## config.mk

```make
export PLATFORM = sky130hd
export DESIGN_NAME = cxs_core
export DESIGN_NICKNAME = d
export VERILOG_FILES = /design/src/cxs_pkg.sv /design/src/cxs_alu.sv /design/src/cxs_core.sv
export VERILOG_INCLUDE_DIRS = /design/src
export SDC_FILE = /design/constraint.sdc
export NUM_CORES = 2
export LEC_CHECK = 0
export ABC_AREA = 1
export BUFFER_PORTS_ARGS = -buffer_cell sky130_fd_sc_hd__clkbuf_2
export CAP_MARGIN = 15
export CORE_ASPECT_RATIO = 0.5
export CORE_MARGIN = 4
export CORE_UTILIZATION = 25
export CTS_CLUSTER_DIAMETER = 80
export DETAILED_ROUTE_END_ITERATION = 10
export GPL_ROUTABILITY_DRIVEN = 1
export PLACE_DENSITY = 0.41
export SETUP_SLACK_MARGIN = 0.2
export SYNTH_ARGS = -nofsm -noshare
export SYNTH_HDL_FRONTEND = slang
export SYNTH_HIERARCHICAL = 1
export SYNTH_SLANG_ARGS = --single-unit
export TNS_END_PERCENT = 5
```

## constraint.sdc

```tcl
create_clock -name core_clk -period 9.57 [get_ports core_clk]
set_input_delay 0.957 -clock core_clk [delete_from_list [all_inputs] [get_ports core_clk]]
set_output_delay 0.957 -clock core_clk [all_outputs]
set_load 0.02 [all_outputs]
```

## src/cxs_cfg.svh

```systemverilog
// Constants for the instruction execution subset: opcodes, status bits,
// register offsets, reset values and cycle counts.
// Assumes inclusion by bare name from design, checker and bench files.
`ifndef CXS_CFG_SVH
`define CXS_CFG_SVH

// ----------------------------------------
// Register offsets (byte addresses)
// ----------------------------------------
`define CXS_OFF_CTRL 12'h000
`define CXS_OFF_INSTR 12'h004
`define CXS_OFF_WORK 12'h008
`define CXS_OFF_STATUS 12'h00C
`define CXS_OFF_PC 12'h010
`define CXS_OFF_FADDR 12'h014
`define CXS_OFF_FDATA 12'h018
`define CXS_OFF_WDOG 12'h01C
`define CXS_OFF_STACK 12'h020

// ----------------------------------------
// Status bit positions
// ----------------------------------------
`define CXS_ST_C 0
`define CXS_ST_DC 1
`define CXS_ST_Z 2
`define CXS_ST_PD_N 3
`define CXS_ST_TO_N 4

// ----------------------------------------
// Opcode patterns (14-bit word)
// ----------------------------------------
`define CXS_OP_RET 14'h0008
`define CXS_OP_SLEEP 14'h0063
`define CXS_OPH_LITERAL_RETURN_OP 4'hD
`define CXS_OPH_RRF 6'h0C
`define CXS_OPH_LITERAL_MINUS_WORK_OP 5'h1E
`define CXS_OPH_EXCLUSIVE_OR_LITERAL_OP 6'h3A

// ----------------------------------------
// Reset values, cycle counts and storage depths
// ----------------------------------------
`define CXS_RST_STATUS 5'h18
`define CXS_RST_PC 13'h0000
`define CXS_BRANCH_CYCLES 2
`define CXS_FILE_DEPTH 128
`define CXS_STACK_DEPTH 8

`endif

```

## src/cxs_pkg.sv

```systemverilog
// Types for the instruction execution subset.
// Assumes cxs_cfg.svh for numeric constants.
package cxs_pkg;
    typedef struct packed {
        logic [11:0] paddr;
        logic psel;
        logic penable;
        logic pwrite;
        logic [31:0] pwdata;
    } cxs_apb_req_t;

    typedef struct packed {
        logic [31:0] prdata;
        logic pready;
        logic pslverr;
    } cxs_apb_rsp_t;

    typedef enum logic [2:0] {
        CXS_OPC_NONE = 3'b000,
        CXS_OPC_LRET = 3'b001,
        CXS_OPC_RRC = 3'b010,
        CXS_OPC_RET = 3'b011,
        CXS_OPC_SLEEP = 3'b100,
        CXS_OPC_LSUB = 3'b101,
        CXS_OPC_LXOR = 3'b110
    } cxs_opc_t;

    typedef enum logic [1:0] {
        CXS_ST_IDLE = 2'b00,
        CXS_ST_EXEC = 2'b01,
        CXS_ST_FLUSH = 2'b10,
        CXS_ST_ASLEEP = 2'b11
    } cxs_state_t;
endpackage : cxs_pkg

```

## src/cxs_alu.sv

```systemverilog
// Combinational datapath for the executed opcodes.
// Assumes operands are stable while the core sits in its execute state.
`timescale 1ns/1ps
`include "cxs_cfg.svh"
module cxs_alu (
    input wire cxs_pkg::cxs_opc_t opc, // Decoded operation
    input wire logic [7:0] lit, // Immediate operand
    input wire logic [7:0] work, // Working register
    input wire logic [7:0] fval, // Addressed file register
    input wire logic carry_in, // Current carry flag
    output logic [7:0] result, // Operation result
    output logic c_out, // New carry
    output logic dc_out, // New digit carry
    output logic z_out // New zero
);
    import cxs_pkg::*;
    logic [8:0] diff;
    logic [4:0] ndiff;

    always_comb begin
        diff = {1'b0, lit} + {1'b0, ~work} + 9'h001;
        ndiff = {1'b0, lit[3:0]} + {1'b0, ~work[3:0]} + 5'h01;
        result = lit;
        c_out = carry_in;
        dc_out = 1'b0;
        case (opc)
            CXS_OPC_LRET: result = lit;
            CXS_OPC_RRC: begin
                result = {carry_in, fval[7:1]};
                c_out = fval[0];
            end
            CXS_OPC_LSUB: begin
                result = diff[7:0];
                c_out = diff[8];
                dc_out = ndiff[4];
            end
            CXS_OPC_LXOR: result = work ^ lit;
            default: result = work;
        endcase
        z_out = (result == 8'h00);
    end
endmodule : cxs_alu

```

## src/cxs_core.sv

```systemverilog
// Executes a subset of an 8-bit core's instructions, fed over APB.
// Assumes one APB master; instruction written to INSTR starts execution.
//
// Decided for this implementation: the APB interface to the registers and the address map.
`timescale 1ns/1ps
`include "cxs_cfg.svh"
module cxs_core #(
    parameter int FILE_DEPTH = `CXS_FILE_DEPTH,
    parameter int STACK_DEPTH = `CXS_STACK_DEPTH
) (
    input wire logic core_clk, // 100 MHz clock
    input wire logic rst, // Sync reset, active high
    input wire cxs_pkg::cxs_apb_req_t apb_req, // APB request
    output cxs_pkg::cxs_apb_rsp_t apb_rsp, // APB response
    input wire logic wake, // Wake from sleep
    input wire logic wdog_tick, // Watchdog clock tick
    output logic sleeping, // Core asleep, oscillator halted
    output logic busy // Instruction executing
);
    import cxs_pkg::*;

    // ----------------------------------------
    // Parameter check
    // ----------------------------------------
    // Seven-bit file select and three-bit wrapping stack pointer
    // leave no room for other depths
    if (FILE_DEPTH != 128 || STACK_DEPTH != 8) begin : g_bad_depth
        $error("cxs_core: unsupported depth");
    end

    // ----------------------------------------
    // State
    // ----------------------------------------
    cxs_state_t state_r, state_nxt;
    logic [13:0] instr_r, instr_nxt;
    logic [7:0] work_r, work_nxt;
    logic [4:0] status_r, status_nxt;
    logic [12:0] pc_r, pc_nxt;
    logic [7:0] wdog_r, wdog_nxt;
    logic [7:0] presc_r, presc_nxt;
    logic [2:0] sp_r, sp_nxt;
    logic [12:0] stack_r [STACK_DEPTH];
    logic [12:0] push_val;
    logic push_en;
    logic [7:0] file_r [FILE_DEPTH];
    logic [6:0] faddr_r, faddr_nxt;
    logic file_we;
    logic [6:0] file_wa;
    logic [7:0] file_wd;
    logic [31:0] prdata_r, prdata_nxt;
    logic pslverr_r, pslverr_nxt;

    // ----------------------------------------
    // Decode
    // ----------------------------------------
    cxs_opc_t opc;
    logic [7:0] lit;
    logic [6:0] fsel;
    logic dbit;
    always_comb begin
        lit = instr_r[7:0];
        fsel = instr_r[6:0];
        dbit = instr_r[7];
        // Exact matches first; none of the prefix tests below covers either word
        if (instr_r == `CXS_OP_RET)
            opc = CXS_OPC_RET;
        else if (instr_r == `CXS_OP_SLEEP)
            opc = CXS_OPC_SLEEP;
        else if (instr_r[13:10] == `CXS_OPH_LITERAL_RETURN_OP)
            opc = CXS_OPC_LRET;
        else if (instr_r[13:8] == `CXS_OPH_RRF)
            opc = CXS_OPC_RRC;
        else if (instr_r[13:9] == `CXS_OPH_LITERAL_MINUS_WORK_OP)
            opc = CXS_OPC_LSUB;
        else if (instr_r[13:8] == `CXS_OPH_EXCLUSIVE_OR_LITERAL_OP)
            opc = CXS_OPC_LXOR;
        else
            opc = CXS_OPC_NONE;
    end

    // ----------------------------------------
    // Datapath
    // ----------------------------------------
    logic [7:0] alu_res;
    logic alu_c, alu_dc, alu_z;
    cxs_alu u_alu (
        .opc(opc),
        .lit(lit),
        .work(work_r),
        .fval(file_r[fsel]),
        .carry_in(status_r[`CXS_ST_C]),
        .result(alu_res),
        .c_out(alu_c),
        .dc_out(alu_dc),
        .z_out(alu_z)
    );

    // ----------------------------------------
    // APB access
    // ----------------------------------------
    logic acc, wr, rd;
    logic [2:0] sp_dec;
    always_comb begin
        acc = apb_req.psel && apb_req.penable;
        wr = acc && apb_req.pwrite;
        rd = acc && !apb_req.pwrite;
        sp_dec = sp_r - 3'h1;
        // Zero wait states: every access ends at its first access edge
        apb_rsp.pready = 1'b1;
        apb_rsp.prdata = prdata_r;
        apb_rsp.pslverr = pslverr_r;
        sleeping = (state_r == CXS_ST_ASLEEP);
        busy = (state_r == CXS_ST_EXEC) || (state_r == CXS_ST_FLUSH);
    end

    // ----------------------------------------
    // APB response
    // ----------------------------------------
    // Read data and error are registered, so both are decoded in setup
    // and stand unchanged through the access edge.
    always_comb begin
        prdata_nxt = prdata_r;
        pslverr_nxt = pslverr_r;
        if (apb_req.psel && !apb_req.penable && !apb_req.pwrite) begin
            case (apb_req.paddr)
                `CXS_OFF_CTRL: prdata_nxt = {30'h0, busy, sleeping};
                `CXS_OFF_INSTR: prdata_nxt = {18'h0, instr_r};
                `CXS_OFF_WORK: prdata_nxt = {24'h0, work_r};
                `CXS_OFF_STATUS: prdata_nxt = {27'h0, status_r};
                `CXS_OFF_PC: prdata_nxt = {19'h0, pc_r};
                `CXS_OFF_FADDR: prdata_nxt = {25'h0, faddr_r};
                `CXS_OFF_FDATA: prdata_nxt = {24'h0, file_r[faddr_r]};
                `CXS_OFF_WDOG: prdata_nxt = {16'h0, presc_r, wdog_r};
                `CXS_OFF_STACK: prdata_nxt = {16'h0, 5'h0, sp_r, 8'h0};
                default: prdata_nxt = 32'h0;
            endcase
        end

        if (apb_req.psel && !apb_req.penable) begin
            case (apb_req.paddr)
                `CXS_OFF_CTRL,
                `CXS_OFF_INSTR,
                `CXS_OFF_WORK,
                `CXS_OFF_STATUS,
                `CXS_OFF_PC,
                `CXS_OFF_FADDR,
                `CXS_OFF_FDATA,
                `CXS_OFF_WDOG,
                `CXS_OFF_STACK: pslverr_nxt = 1'b0;
                default: pslverr_nxt = 1'b1;
            endcase
        end
    end

    // ----------------------------------------
    // Execution
    // ----------------------------------------
    always_comb begin
        state_nxt = state_r;
        instr_nxt = instr_r;
        work_nxt = work_r;
        status_nxt = status_r;
        pc_nxt = pc_r;
        wdog_nxt = wdog_r;
        presc_nxt = presc_r;
        sp_nxt = sp_r;
        faddr_nxt = faddr_r;
        push_en = 1'b0;
        push_val = 13'h0000;
        file_we = 1'b0;
        file_wa = faddr_r;
        file_wd = apb_req.pwdata[7:0];
        // Watchdog clock is off while halted
        if (wdog_tick && state_r != CXS_ST_ASLEEP) begin
            {wdog_nxt, presc_nxt} = {wdog_r, presc_r} + 16'h0001;
        end
        // Register writes are ignored while executing
        if (wr && state_r == CXS_ST_IDLE) begin
            case (apb_req.paddr)
                `CXS_OFF_INSTR: begin
                    instr_nxt = apb_req.pwdata[13:0];
                    state_nxt = CXS_ST_EXEC;
                end
                `CXS_OFF_WORK: work_nxt = apb_req.pwdata[7:0];
                `CXS_OFF_STATUS: status_nxt = apb_req.pwdata[4:0];
                `CXS_OFF_PC: pc_nxt = apb_req.pwdata[12:0];
                `CXS_OFF_FADDR: faddr_nxt = apb_req.pwdata[6:0];
                `CXS_OFF_FDATA: file_we = 1'b1;
                `CXS_OFF_STACK: begin
                    push_en = 1'b1;
                    push_val = apb_req.pwdata[12:0];
                    sp_nxt = sp_r + 3'h1;
                end
                default: ;
            endcase
        end
        case (state_r)
            CXS_ST_IDLE: ;
            CXS_ST_EXEC: begin
                pc_nxt = pc_r + 13'h0001;
                state_nxt = CXS_ST_IDLE;
                case (opc)
                    CXS_OPC_LRET, CXS_OPC_RET: begin
                        if (opc == CXS_OPC_LRET)
                            work_nxt = alu_res;
                        // Pointer wraps; popping an empty stack reads a stale entry
                        pc_nxt = stack_r[sp_dec];
                        sp_nxt = sp_dec;
                        state_nxt = CXS_ST_FLUSH;
                    end
                    CXS_OPC_RRC: begin
                        status_nxt[`CXS_ST_C] = alu_c;
                        if (dbit) begin
                            file_we = 1'b1;
                            file_wa = fsel;
                            file_wd = alu_res;
                        end else begin
                            work_nxt = alu_res;
                        end
                    end
                    CXS_OPC_SLEEP: begin
                        wdog_nxt = 8'h00;
                        presc_nxt = 8'h00;
                        status_nxt[`CXS_ST_PD_N] = 1'b0;
                        status_nxt[`CXS_ST_TO_N] = 1'b1;
                        state_nxt = CXS_ST_ASLEEP;
                    end
                    CXS_OPC_LSUB: begin
                        work_nxt = alu_res;
                        status_nxt[`CXS_ST_C] = alu_c;
                        status_nxt[`CXS_ST_DC] = alu_dc;
                        status_nxt[`CXS_ST_Z] = alu_z;
                    end
                    CXS_OPC_LXOR: begin
                        work_nxt = alu_res;
                        status_nxt[`CXS_ST_Z] = alu_z;
                    end
                    default: ;
                endcase
            end
            CXS_ST_FLUSH: begin
                // Discarded fetch slot of a return
                state_nxt = CXS_ST_IDLE;
            end
            CXS_ST_ASLEEP: begin
                // Nothing advances while halted
                if (wake)
                    state_nxt = CXS_ST_IDLE;
            end
            default: state_nxt = CXS_ST_IDLE;
        endcase
    end

    // ----------------------------------------
    // Registers
    // ----------------------------------------
    always_ff @(posedge core_clk) begin
        if (rst) begin
            state_r <= CXS_ST_IDLE;
            instr_r <= 14'h0000;
            work_r <= 8'h00;
            status_r <= `CXS_RST_STATUS;
            pc_r <= `CXS_RST_PC;
            wdog_r <= 8'h00;
            presc_r <= 8'h00;
            sp_r <= 3'h0;
            faddr_r <= 7'h00;
            prdata_r <= 32'h0;
            pslverr_r <= 1'b0;
        end else begin
            state_r <= state_nxt;
            instr_r <= instr_nxt;
            work_r <= work_nxt;
            status_r <= status_nxt;
            pc_r <= pc_nxt;
            wdog_r <= wdog_nxt;
            presc_r <= presc_nxt;
            sp_r <= sp_nxt;
            faddr_r <= faddr_nxt;
            prdata_r <= prdata_nxt;
            pslverr_r <= pslverr_nxt;
        end
    end

    // ----------------------------------------
    // Storage
    // ----------------------------------------
    // Storage has no reset; software initialises it
    always_ff @(posedge core_clk) begin
        if (file_we)
            file_r[file_wa] <= file_wd;
        if (push_en)
            stack_r[sp_r] <= push_val;
    end
endmodule : cxs_core

```

==> impl_metrics.ini <==
[outcome]
outcome = completed

[detailed_routing]
vias_per_cell = 5.16
drtIter0Drc = 5298
ant_nets = 0
num_vias = 50700
avgRoutedWirePerCell_um = 25.1
totalWireLength_um = 246000
drtPass1Iterations = 6
drc = 0

[pwr]
p_switching_mw = 2.45
internal_power_mw = 8.85
pwr-share-comb = 0.012
p_per_area_nw_per_um2 = 164
p_clk_frac = 0.471
seqPwrFrac = 0.517
sw_frac_of_total = 0.217
ir_worst_vdd_uv = 128
p_leak_nw = 23.2

[setup_path]
crit_buf_inv = 5
end_kind = register
crit_arrival_ns = 6.64
cp-start-kind = register
cp_slowest_stage_delay_ns = 0.85
cpMostUsedCell = nand2_1
path_delay_family = buffers and inverters
crit_fanout = 84
critPathRequiredTime_ns = 10.04
criticalPathCategory = register to register
path_cells = inv_8, buf_4, o21ai_0, o22ai_1, o21ai_0, o221ai_1, nand3_1, nand2_1, nand2_1, nand2_1, nand3_1, nand2_1, inv_1, nand4_1, inv_1, o21ai_4, buf_4
slowest_stage = o21ai_4

[timing]
fin_crit_sh = 0.645
slew_viol_final = 0
rsz0062_at_grt = false
setup_ws_ns = 3.39
fmax_mhz = 162
setup_tns_ns = 0
tightest_slew_ns = 1.25
setup_violations = 0
fin_crit_ns = 6.18
hold_viol_final = 0
clock_skew_ns = 0.0992
relSlewSlack = 0.165

[placed_design]
placed_cell_area_um2 = 64400
numPortBuffers = 51
hpwl_um = 145000
gp_congestion = 0.850
place_worst_setup_slack_ns = 3.55

[global_routing]
grt_pass1_wl_um = 349000
grt.total_usage = 0.188
gr-total-overflow = 0
grt_antenna_before_repair = 8
grt_max_degree = 151
grt_pass1_vias = 47700

[floorplanning]
start_util = 0.252
die_w_um = 705
num_rows = 127
core-area_um2 = 241000
ios = 87
dieArea_um2 = 251000
die_h_um = 357

[clock_network]
htree_levels = 4
hold_buffers = 0
numCtsBuffers = 144
ctsResizeCount = 0
clk_path_buf_depth = 4
clock_latency_ns = 0.84
tritoncts = yes
clk_pin_slew_ns = 0.06
post_cts_buffers = 0
root_buffer = clkbuf_16
cts_sinks = 1227

[layout]
final_cell_mix = nand2_1 (1401), edfxtp_1 (1128), nand3_1 (1048)
nFillCells = 25300
syn_to_final_growth_pct = 13.1
layout_commonest_cell = nand2_1
nets = 6567
stdcell_area_um2 = 68700
drive_gt1_frac = 0.0690

[synthesis]
ys_types = 47
syn-cell-area_um2 = 60700
synthFlopType = edfxtp_1
synth-async-reset-ratio = 0
ys_seq_area_frac = 0.590
yosysWarnings = 6
synth_seq_cells = 1227
synthCells = 6689
synth.avg_cell_area_um2 = 9.08
synth-edff-count = 1128

[flow_run]
drv_cap = 0

[hold_path]
min_path_type = register to register
## metrics by stage
step,cells,util,total power [mW],hold WS [ns]
after floorplan,6704,-,6.04,0.448
after detailed placement,9577,0.268,6.09,0.460
final,9822,0.285,11.3,0.464
after global placement,9577,0.268,6.09,0.456
after CTS,9819,0.285,11.4,0.412
after global routing,9819,0.285,11.6,0.459
## final timing paths
check | startpoint | to | slack [ns] | depth (start not counted)
max | register | file_r[8][3] | 3.39 | 17
min | prdata_r[9] | prdata_r[9] | 0.46 | 2
max reg2reg | register | file_r[8][3] | 3.39 | 17
min reg2reg | prdata_r[9] | prdata_r[9] | 0.46 | 2
## registers in the layout, indices dropped and copies added (netlist names), named ones only
| signal | cells |
|---|---|
| faddr_r | 7 |
| work_r | 8 |
| prdata_r | 16 |
| sp_r | 3 |
| pslverr_r | 1 |
| file_r | 1024 |
| stack_r | 104 |
| wdog_r | 8 |
| state_r | 2 |
| presc_r | 8 |
| pc_r | 13 |
| instr_r | 14 |
| status_r | 5 |
## final cells by class
type / count / area, um^2 / area share
tap: 3225 / 4040 / 0.0588
antenna: 3 / 7.51 / 0.000109
timing repair buffer: 159 / 1270 / 0.0184
sequential: 1227 / 35900 / 0.523
inverter: 192 / 759 / 0.0111
clock inverter: 64 / 523 / 0.00762
multi-input combinational: 4774 / 22400 / 0.326
clock buffer: 178 / 3780 / 0.0551
## metal layers
layer | up-vias | global-route usage | routed length [um]
met1 | 25000 | 0.267 | 112000
li1 | 23200 | - | -
met5 | - | 0 | 13
met3 | 353 | 0.0307 | 18300
met4 | 2 | 0.0510 | 6570
met2 | 2033 | 0.297 | 109000
## cells by family after synthesis
family	synth area share
xor+xnor	0.00361
compound gates	0.117
fa+ha+maj	0.00383
buf+inv	0.0452
flops	0.590
other cells	0.000124
simple gates	0.240
## synthesized netlist by cell type, types with 4 or more instances
cell type	instances	share of area
nand2_1	1401	0.087
edfxtp_1	1128	0.56
nand3_1	1048	0.086
nor2_1	897	0.055
o21ai_0	758	0.062
clkbuf_1	453	0.028
o22ai_1	275	0.028
inv_1	174	0.011
dfxtp_1	99	0.033
a21oi_1	93	0.0077
o221ai_1	78	0.011
nor3_1	37	0.0030
o211ai_1	30	0.0037
xor2_1	20	0.0029
buf_1	19	0.0012
buf_2	19	0.0016
buf_4	18	0.0022
ha_1	17	0.0035
inv_2	15	0.00093
or2_2	15	0.0015
nor2_2	12	0.0012
nor4_1	10	0.0010
nand4_1	8	0.00082
a221oi_1	7	0.0010
nand4_2	6	0.0012
xnor2_1	5	0.00072
a211oi_1	4	0.00049
a31oi_1	4	0.00041
nand3_2	4	0.00066
o21ai_1	4	0.00033
## worst register-to-register path, delay by kind of cell, from the launching register on
kind / cells / cell delay, ns
AO/OA/AOI/OAI: 5 / 1.98
AND/OR/NAND/NOR: 7 / 1.11
flip-flops: 1 / 0.52
buffers and inverters: 5 / 2.18
## power groups by stage
stage	clock network, mW	logic (mW)	registers [mW]
after floorplan	0	0.0614	5.98
after global placement	0	0.142	5.95
after detailed placement	0	0.142	5.95
after CTS	5.42	0.142	5.84
after global routing	5.65	0.149	5.83
final	5.32	0.139	5.84
Note: power is estimated with default switching activity, not from simulation.
